<file path="config.mk">
export PLATFORM = sky130hd
export DESIGN_NAME = agp_pm_capability_regs
export DESIGN_NICKNAME = d
export VERILOG_FILES = /design/src/verilog/agp_pm_capability_regs.v /design/src/verilog/request_limiter.v
export VERILOG_INCLUDE_DIRS = /design/src /design/src/verilog
export SDC_FILE = /design/constraint.sdc
export NUM_CORES = 1
export LEC_CHECK = 0
export BUFFER_PORTS_ARGS = -buffer_cell sky130_fd_sc_hd__buf_2
export CAP_MARGIN = 20
export CORE_UTILIZATION = 55
export CTS_BUF_LIST = sky130_fd_sc_hd__clkbuf_4 sky130_fd_sc_hd__clkbuf_8
export DETAILED_ROUTE_END_ITERATION = 8
export GPL_TIMING_DRIVEN = 1
export PLACE_DENSITY_LB_ADDON = 0.25
export SYNTH_ARGS = -nofsm -noshare
export SYNTH_HDL_FRONTEND = slang
export SYNTH_HIERARCHICAL = 1
export SYNTH_SLANG_ARGS = --single-unit
</file>
<file path="constraint.sdc">
create_clock -name i_clk_sys -period 5.5 [get_ports i_clk_sys]
set_input_delay 1.1 -clock i_clk_sys [delete_from_list [all_inputs] [get_ports i_clk_sys]]
set_output_delay 1.1 -clock i_clk_sys [all_outputs]
set_load 0.01 [all_outputs]
</file>
<file path="src/verilog/cap_regs_defines.vh">
`ifndef CAP_REGS_DEFINES_VH
`define CAP_REGS_DEFINES_VH

// ********************************************************
// register offsets
// ********************************************************
`define OFS_CAP_LIST_POINTER    12'hf34
`define OFS_GP_CAP_HEADER       12'hf80
`define OFS_GP_STATUS_WORD      12'hf84
`define OFS_GP_COMMAND_WORD     12'hf88
`define OFS_POWER_CAP_WORD      12'hfa0
`define OFS_POWER_CTL_STATUS    12'hfa4

// ********************************************************
// constant field values
// ********************************************************
`define CAP_LIST_START          8'h80
`define GP_CAPABILITY_IDENTIFIER               8'h02
`define GP_NEXT_POINTER         8'ha0
`define GP_MAJOR_REV            4'h2
`define GP_MINOR_REV            4'h0
`define GP_RATE_SUPPORT         3'h3
`define PM_CAPABILITY_IDENTIFIER               8'h01
`define PM_NEXT_POINTER         8'h00
`define PM_WAKE_STATES          5'h0f
`define PM_VERSION              3'h1

// ********************************************************
// writable field positions
// ********************************************************
`define CMD_LIMIT_HI            31
`define CMD_LIMIT_LO            24
`define CMD_SIDEBAND_BIT        9
`define CMD_PORT_ON_BIT         8
`define CMD_ABOVE_4G_BIT        5
`define CMD_FAST_WRITE_BIT      4
`define CMD_RATE_HI             2
`define CMD_RATE_LO             0
`define PCS_WAKE_STATUS_BIT     15
`define PCS_SELECT_HI           12
`define PCS_SELECT_LO           9
`define PCS_WAKE_ENABLE_BIT     8
`define PCS_STATE_HI            1
`define PCS_STATE_LO            0

`endif

</file>
<file path="src/verilog/agp_pm_capability_regs.v">
`timescale 1ns/1ps
`include "cap_regs_defines.vh"

module agp_pm_capability_regs #(
	parameter [7:0] MAX_REQUESTS = 8'h20
) (
	input  wire        i_clk_sys,
	input  wire        i_rstn,
	input  wire [11:0] i_cfg_addr,
	input  wire        i_cfg_wr,
	input  wire        i_cfg_rd,
	input  wire [3:0]  i_cfg_be,
	input  wire [31:0] i_cfg_wdata,
	output reg  [31:0] o_cfg_rdata,
	input  wire        i_wake_event,
	input  wire        i_req_issue,
	input  wire        i_req_retire,
	output wire        o_req_may_issue,
	output wire [7:0]  o_req_outstanding,
	output wire [7:0]  o_request_queue_limit,
	output wire        o_sideband_addressing_on,
	output wire        o_graphics_port_on,
	output wire [2:0]  o_data_rate,
	output wire [1:0]  o_power_state,
	output wire        o_wake_event_enable,
	output wire        o_wake_request
);
	// ********************************************************
	// writable state
	// ********************************************************
	reg [7:0] limit_reg;
	reg       sideband_reg;
	reg       port_on_reg;
	reg       above_4g_reg;
	reg       fast_write_reg;
	reg [2:0] rate_reg;
	reg       wake_status_reg;
	reg [3:0] select_reg;
	reg       wake_enable_reg;
	reg [1:0] state_reg;

	wire wr_cmd;
	wire wr_pcs;
	wire wake_clear;

	assign wr_cmd = i_cfg_wr & (i_cfg_addr == `OFS_GP_COMMAND_WORD);
	assign wr_pcs = i_cfg_wr & (i_cfg_addr == `OFS_POWER_CTL_STATUS);
	// status is write-one-to-clear, as the bus convention has it
	assign wake_clear = wr_pcs & i_cfg_be[1]
		& i_cfg_wdata[`PCS_WAKE_STATUS_BIT];

	always @(posedge i_clk_sys) begin
		if (!i_rstn) begin
			limit_reg       <= 8'h00;
			sideband_reg    <= 1'b0;
			port_on_reg     <= 1'b0;
			above_4g_reg    <= 1'b0;
			fast_write_reg  <= 1'b0;
			rate_reg        <= 3'h0;
			wake_status_reg <= 1'b0;
			select_reg      <= 4'h0;
			wake_enable_reg <= 1'b0;
			state_reg       <= 2'h0;
		end else begin
			if (wr_cmd && i_cfg_be[3])
				limit_reg <= i_cfg_wdata[`CMD_LIMIT_HI:`CMD_LIMIT_LO];
			if (wr_cmd && i_cfg_be[1]) begin
				sideband_reg <= i_cfg_wdata[`CMD_SIDEBAND_BIT];
				port_on_reg  <= i_cfg_wdata[`CMD_PORT_ON_BIT];
			end
			if (wr_cmd && i_cfg_be[0]) begin
				above_4g_reg   <= i_cfg_wdata[`CMD_ABOVE_4G_BIT];
				fast_write_reg <= i_cfg_wdata[`CMD_FAST_WRITE_BIT];
				rate_reg <= i_cfg_wdata[`CMD_RATE_HI:`CMD_RATE_LO];
			end
			if (wr_pcs && i_cfg_be[1]) begin
				select_reg <= i_cfg_wdata[`PCS_SELECT_HI:`PCS_SELECT_LO];
				wake_enable_reg <= i_cfg_wdata[`PCS_WAKE_ENABLE_BIT];
			end
			if (wr_pcs && i_cfg_be[0])
				state_reg <= i_cfg_wdata[`PCS_STATE_HI:`PCS_STATE_LO];
			// a new event beats a clear in the same cycle
			if (i_wake_event)
				wake_status_reg <= 1'b1;
			else if (wake_clear)
				wake_status_reg <= 1'b0;
		end
	end

	// ********************************************************
	// register words
	// ********************************************************
	wire [31:0] cap_ptr_word;
	wire [31:0] gp_header_word;
	wire [31:0] gp_status_word;
	wire [31:0] gp_command_word;
	wire [31:0] pm_cap_word;
	wire [31:0] pm_ctl_word;

	assign cap_ptr_word = {24'h000000, `CAP_LIST_START};
	assign gp_header_word = {8'h00, `GP_MAJOR_REV, `GP_MINOR_REV,
		`GP_NEXT_POINTER, `GP_CAPABILITY_IDENTIFIER};
	assign gp_status_word = {MAX_REQUESTS, 14'h0000,
		1'b1, 3'h0,
		1'b0, 1'b0,
		1'b0, `GP_RATE_SUPPORT};
	assign gp_command_word = {limit_reg, 14'h0000, sideband_reg,
		port_on_reg, 2'h0, above_4g_reg, fast_write_reg, 1'b0,
		rate_reg};
	assign pm_cap_word = {`PM_WAKE_STATES,
		1'b1, 1'b1,
		3'h0, 1'b0, 1'b0, 1'b1,
		`PM_VERSION,
		`PM_NEXT_POINTER, `PM_CAPABILITY_IDENTIFIER};
	assign pm_ctl_word = {8'h00, 8'h00, wake_status_reg, 2'h0,
		select_reg, wake_enable_reg,
		6'h00,
		state_reg};

	// ********************************************************
	// read path
	// ********************************************************
	// registered read data, one cycle after the read strobe
	reg [31:0] rdata_next;
	always @* begin
		case (i_cfg_addr)
		`OFS_CAP_LIST_POINTER: rdata_next = cap_ptr_word;
		`OFS_GP_CAP_HEADER:    rdata_next = gp_header_word;
		`OFS_GP_STATUS_WORD:   rdata_next = gp_status_word;
		`OFS_GP_COMMAND_WORD:  rdata_next = gp_command_word;
		`OFS_POWER_CAP_WORD:   rdata_next = pm_cap_word;
		`OFS_POWER_CTL_STATUS: rdata_next = pm_ctl_word;
		default:               rdata_next = 32'h00000000;
		endcase
	end

	always @(posedge i_clk_sys) begin
		if (!i_rstn)
			o_cfg_rdata <= 32'h00000000;
		else if (i_cfg_rd)
			o_cfg_rdata <= rdata_next;
	end

	// ********************************************************
	// request limit and outputs
	// ********************************************************
	// only issues with the port enabled are counted; o_req_may_issue ignores the port
	request_limiter #(
		.WIDTH(8)
	) i_request_limiter (
		.i_clk_sys     (i_clk_sys),
		.i_rstn        (i_rstn),
		.i_limit       (limit_reg),
		.i_issue       (i_req_issue & port_on_reg),
		.i_retire      (i_req_retire),
		.o_may_issue   (o_req_may_issue),
		.o_outstanding (o_req_outstanding)
	);

	assign o_request_queue_limit    = limit_reg;
	assign o_sideband_addressing_on = sideband_reg;
	assign o_graphics_port_on       = port_on_reg;
	assign o_data_rate              = rate_reg;
	assign o_power_state            = state_reg;
	assign o_wake_event_enable      = wake_enable_reg;
	assign o_wake_request = wake_status_reg & wake_enable_reg;
endmodule // agp_pm_capability_regs

</file>
<file path="src/verilog/request_limiter.v">
`timescale 1ns/1ps
// ********************************************************
// outstanding request counter held under a programmed limit
// ********************************************************
module request_limiter #(
	parameter WIDTH = 8
) (
	input  wire             i_clk_sys,
	input  wire             i_rstn,
	input  wire [WIDTH-1:0] i_limit,
	input  wire             i_issue,
	input  wire             i_retire,
	output wire             o_may_issue,
	output reg  [WIDTH-1:0] o_outstanding
);
	reg [WIDTH-1:0] count_next;
	wire            issue_ok;

	// a limit of zero blocks all requests
	assign o_may_issue = (o_outstanding < i_limit);
	assign issue_ok    = i_issue & o_may_issue;

	always @* begin
		count_next = o_outstanding;
		if (issue_ok && !(i_retire && o_outstanding != {WIDTH{1'b0}}))
			count_next = o_outstanding + 1'b1;
		else if (!issue_ok && i_retire && o_outstanding != {WIDTH{1'b0}})
			count_next = o_outstanding - 1'b1;
	end

	always @(posedge i_clk_sys) begin
		if (!i_rstn)
			o_outstanding <= {WIDTH{1'b0}};
		else
			o_outstanding <= count_next;
	end
endmodule // request_limiter

</file>
# Word-level counts from Yosys, hierarchy flattened
# Index checks and enable logic that the tools add are counted.
[classes]
addsub = 2
magnitude_cmp = 1
eq_ne = 6
muxes = 5
n_bitwise = 7
n_reduce_logical = 14
[op_table]
columns = ["cell", "count"]
rows = [
  ["$pmux 32 s6", 1],
  ["$eq 12x12->1 const B", 6],
  ["$mux 8", 2],
  ["$logic_and 1x1->1", 9],
  ["$add 8x1->8 const B", 1],
  ["$lt 8x8->1", 1],
  ["$reduce_bool 8->1", 1],
  ["$sub 8x1->8 const B", 1],
  ["$and 1x1->1", 7],
  ["$reduce_bool 2->1", 2],
  ["$logic_not 1->1", 2],
  ["$mux 1", 2],
]
[totals]
reg_bits = 63
out_inout_bits = 58
word_cells = 47

# Longest topological paths before layout
[depth]
depth_word = 7
ltp_mapped = 12

# Modules after synthesis
# Netlist, hierarchy kept.
[modules_own_cells]
columns = ["mod", "n_inst", "cells_each", "area_each_um2"]
rows = [
  ["agp_pm_capability_regs", 1, 247, 2069.5],
  ["request_limiter", 1, 105, 874.6],
]

# Least setup slack after synthesis
# OpenSTA, ideal clock, no wires.
[synth_path]
path_kind = "in2reg"
from = "input port i_req_issue"
to = "register i_request_limiter.o_outstanding[7]"
t_arrival_ns = 3.184
required_ns = 5.428
slack_ns = 2.244
path_stages = 10
path_buffers = 0
path_cell_list = "and2_1 inv_1 a211oi_2 nand2_1 ha_1 a211oi_1 o211ai_1 and3_1 mux2i_1 mux2i_1"
[synth_between]
elab_chain_len = 6
[synth_rtl]
columns = ["element", "line_no", "source"]
rows = [
  ["from (decl)", "agp_pm_capability_regs.v:16", "input wire i_req_issue,"],
  ["$and 1x1->1 *", "agp_pm_capability_regs.v:154", ".i_issue (i_req_issue & port_on_reg),"],
  ["$and 1x1->1 *", "request_limiter.v:21", "assign issue_ok = i_issue & o_may_issue;"],
  ["$logic_not 1->1", "request_limiter.v:27", "else if (!issue_ok && i_retire && o_outstanding != {WIDTH{1'b0}})"],
  ["$logic_and 1x1->1 (2 in series)", "request_limiter.v:27", ""],
  ["$reduce_bool 2->1 (no line)", "--", ""],
  ["to (signal assigned)", "request_limiter.v:33", "o_outstanding <= {WIDTH{1'b0}};"],
  ["to (signal assigned)", "request_limiter.v:35", "o_outstanding <= count_next;"],
  ["to (decl)", "request_limiter.v:14", "output reg [WIDTH-1:0] o_outstanding"],
]
# Mark *: on every way between the ends. The rest lies on a longest branch, timed or not.
# A chain may end at the register's enable or synchronous reset.

# Worst setup path in the final report
[layout_path]
from = "register limit_reg[7], in the netlist o_request_queue_limit[7]"
to = "register i_request_limiter.o_outstanding[7]"
[layout_between]
elab_chain_len = 6
[layout_rtl]
columns = ["element", "line_no", "source"]
rows = [
  ["from (decl)", "agp_pm_capability_regs.v:31", "reg [7:0] limit_reg;"],
  ["from (signal assigned)", "agp_pm_capability_regs.v:66", "limit_reg <= i_cfg_wdata[`CMD_LIMIT_HI:`CMD_LIMIT_LO];"],
  ["$lt 8x8->1 *", "request_limiter.v:20", "assign o_may_issue = (o_outstanding < i_limit);"],
  ["$and 1x1->1 *", "request_limiter.v:21", ""],
  ["$logic_not 1->1", "request_limiter.v:27", ""],
  ["$logic_and 1x1->1 (2 in series)", "request_limiter.v:27", ""],
  ["$reduce_bool 2->1 (no line)", "--", ""],
]
# Marked as above.

==> results.md <==
- 1st-iter DRT viols: 180
- Number of CTS-inserted buffers: 5
- GRT met1 Usage: 0.334
- Critical path peak fanout: 7
- Worst-Margin Slew: 0.991 ns
- Switch share: 0.237
- Initial antenna violation count: 0
- Buffers on Ports: 90
- Clock Skew: a little over 0.008 ns
- Vias in the first global route: 2433
- Synth top area share: 0.360
- GRT Resource Usage Total: 0.253
- Fmax: 0.289 GHz
- Die ar.: around 5600 µm²
- Synth Flop Type: dfxtp_1
- Internal: 538 µW
- Synthesized flop and latch total: 53
- Max reg flops: 22
- Dominant cell type by area after synthesis: dfxtp_1
- Diode count: 0
- CTS H-Tree Depth: 2
- Layout Nets: between 400 and 500
- Sink Count: 53
- Hold Path Class: reg2reg
- Net Sw Power: around 170 µW
- Most frequent cell after synthesis: dfxtp_1
- GRT overflow: 0
- Routability cong.: between 0.8 and 0.9
- Tcrit/Tclk final: 0.629
- Rows: 26
- Vias post-DR: between 2k and 3k
- PostCTS Resize Cnt: 0
- Routed WL per cell: approximately 14 µm
- Proportion of layout cells with a drive suffix above 1: 0.251
- Placed instance count: roughly 490
- GR Util met2: 0.420
- Worst setup path category: reg2reg
- Post-synth cell types: 53
- Post-CTS Setup Bufs: 0
- Final setup viols: 0
- Longest Clk Path Bufs: 2
- Clk pwr share: 0.379
- Setup TNS: 0 ns
- CP startpoint kind: flop
- Root buffer cell: clkbuf_8
- DRT antenna net count: 0
- CTS Hold Bufs: 0
- Reg area: around 1100 µm²
- Multi-input gate area: between 1500 and 2000 µm²
- Design area: 3470 µm²
- R2R Setup Slk: 2.04 ns
- Final WS setup: slightly above 2 ns
- Drc violations: 0
- Critical path required time: 5.73 ns
- Layout Cells excl Fill: 500
- Final hold vios: 0
- Comb power frac: 0.076
- Min Clock Period, post-route: between 3 and 4 ns
- TritonCTS clock tree: built
- Slew Limit Fails: 0
- Pin count of the biggest net entering global routing: 31
- Die Y: around 75 µm
- Post-Synthesis Cells: roughly 350
- Ranking of synthesized cells by area: dfxtp_1, a21oi_1, mux2i_1
- FILL cells: 472
- RSZ-0062 raised after global routing: false
- Lkg Pwr: about 1.6 nW
- I/O pin count: 113
- VDD IR max: around 0.00013 V
- Most frequent cells after synthesis: dfxtp_1, nand2_1, a21oi_1, o21ai_0, nand3_1
- Biggest register: o_cfg_rdata
- EDFF count, synth: 0
- Max-cap viol count: 0
- PD cells: between 200 and 250 nW/µm²
- Die Wd: approximately 75 µm
- Placeable core area: about 5000 µm²
- Slew HR: 0.337
- Final wirelength: about 7 mm
- Yosys warns: 6
- Worst path arrival time: about 3.7 ns
- Initial core utilization: 0.573
- Status: completed
- Synth Area per Inst: ~8.4 µm²
- P&R area growth vs syn: 18.0%
- Dpl ws: ~1.8 ns
- Post-Syn Area: 2940 µm²
- Post-synthesis sequential area ratio: 0.360
- Clock latency on the worst-skew pair: 0.30 ns
- Grt met3 use: 0.0562
- Top Usage Layer GRT: met2
- Reg clk slew, reported paths: around 0.10 ns
- Post-DP HPWL: roughly 5.3 mm
- Ys async rst share: 0
- Placed cell area: roughly 3400 µm²
- DR vias/cell: between 5 and 6
- CP endpoint kind: flop
- First-pass GRT wire length: between 10 and 15 mm
- Reg power frac: 0.545
- Detailed Routing Iterations Pass 1: 4
worst max-delay path, cell delays in order, from the launching register on:
cell and delay, ns:
dfxtp_1 0.41, inv_1 0.07, ha_1 0.33, a21oi_1 0.15
o211ai_1 0.14, a211oi_2 0.47, nand2_1 0.31, ha_1 0.37
a211oi_1 0.39, o211ai_1 0.18, and3_1 0.19, mux2i_1 0.16
mux2i_1 0.22
layer usage:
metal,part of all wire,up-vias
met1,0.45,1287
met4,0.011,0
met5,0,-
met3,0.069,7
li1,-,1399
met2,0.47,101
layout make-up:
| cell class | instances | area share |
|---|---|---|
| Multi-Input combinational cell | 270 | 0.498 |
| Sequential cell | 53 | 0.305 |
| Timing Repair Buffer | 90 | 0.130 |
| Tap cell | 70 | 0.0252 |
| Clock buffer | 5 | 0.0198 |
| Clock inverter | 2 | 0.0112 |
| Inverter | 10 | 0.0108 |
logic make-up (layout without fill, tap and decap cells):
logic type,after synthesis,count (layout),share of synthesized area
AO/OA/AOI/OAI,96,96,0.197
XOR/XNOR,4,4,0.0183
adder cells (fa/ha/maj),14,14,0.0621
buffers and inverters,36,107,0.0612
flip-flops,53,53,0.360
multiplexers,18,18,0.0616
other,1,8,0.00127
AND/OR/NAND/NOR,130,130,0.238
cell usage in the layout, fill, tap and decap left out, drive strengths merged, types with 3 or more instances in the layout:
master,instances
ha,13
o211ai,5
nand4,4
dfxtp,53
a22o,5
nand2b,15
nand2,43
and3b,3
a21oi,37
buf,90
conb,8
and3,3
clkbuf,5
nor2,12
mux2i,17
inv,11
o21ai,31
nand3,27
o31ai,3
and2,6
nor3,4
a22oi,3
per-stage QoR:
stage                     power, mW  hold slack [ns]  utilization
after floorplan               0.427            0.434            -
after global placement        0.446            0.437        0.655
after detailed placement      0.446            0.441        0.655
after CTS                     0.707            0.462        0.676
after global routing          0.730            0.476        0.676
final                         0.705            0.458        0.676
power groups by stage:
stage / logic, mW / registers [mW] / clock network (mW)
floorplan: 0.0343 / 0.393 / 0
global route: 0.0593 / 0.385 / 0.286
detailed placement: 0.0528 / 0.393 / 0
CTS: 0.0529 / 0.385 / 0.269
global placement: 0.0523 / 0.393 / 0
finish: 0.0536 / 0.385 / 0.267
path summary, 6_finish.rpt:
kind                                              to                startpoint  depth (start not counted)
setup / recovery  i_request_limiter/o_outstanding[7]  o_request_queue_limit[7]                         12
hold / removal                       o_cfg_rdata[30]           o_cfg_rdata[30]                          2
setup reg to reg  i_request_limiter/o_outstanding[7]  o_request_queue_limit[7]                         12
hold reg to reg                      o_cfg_rdata[30]           o_cfg_rdata[30]                          2
Power figures use the tool's default switching activity.
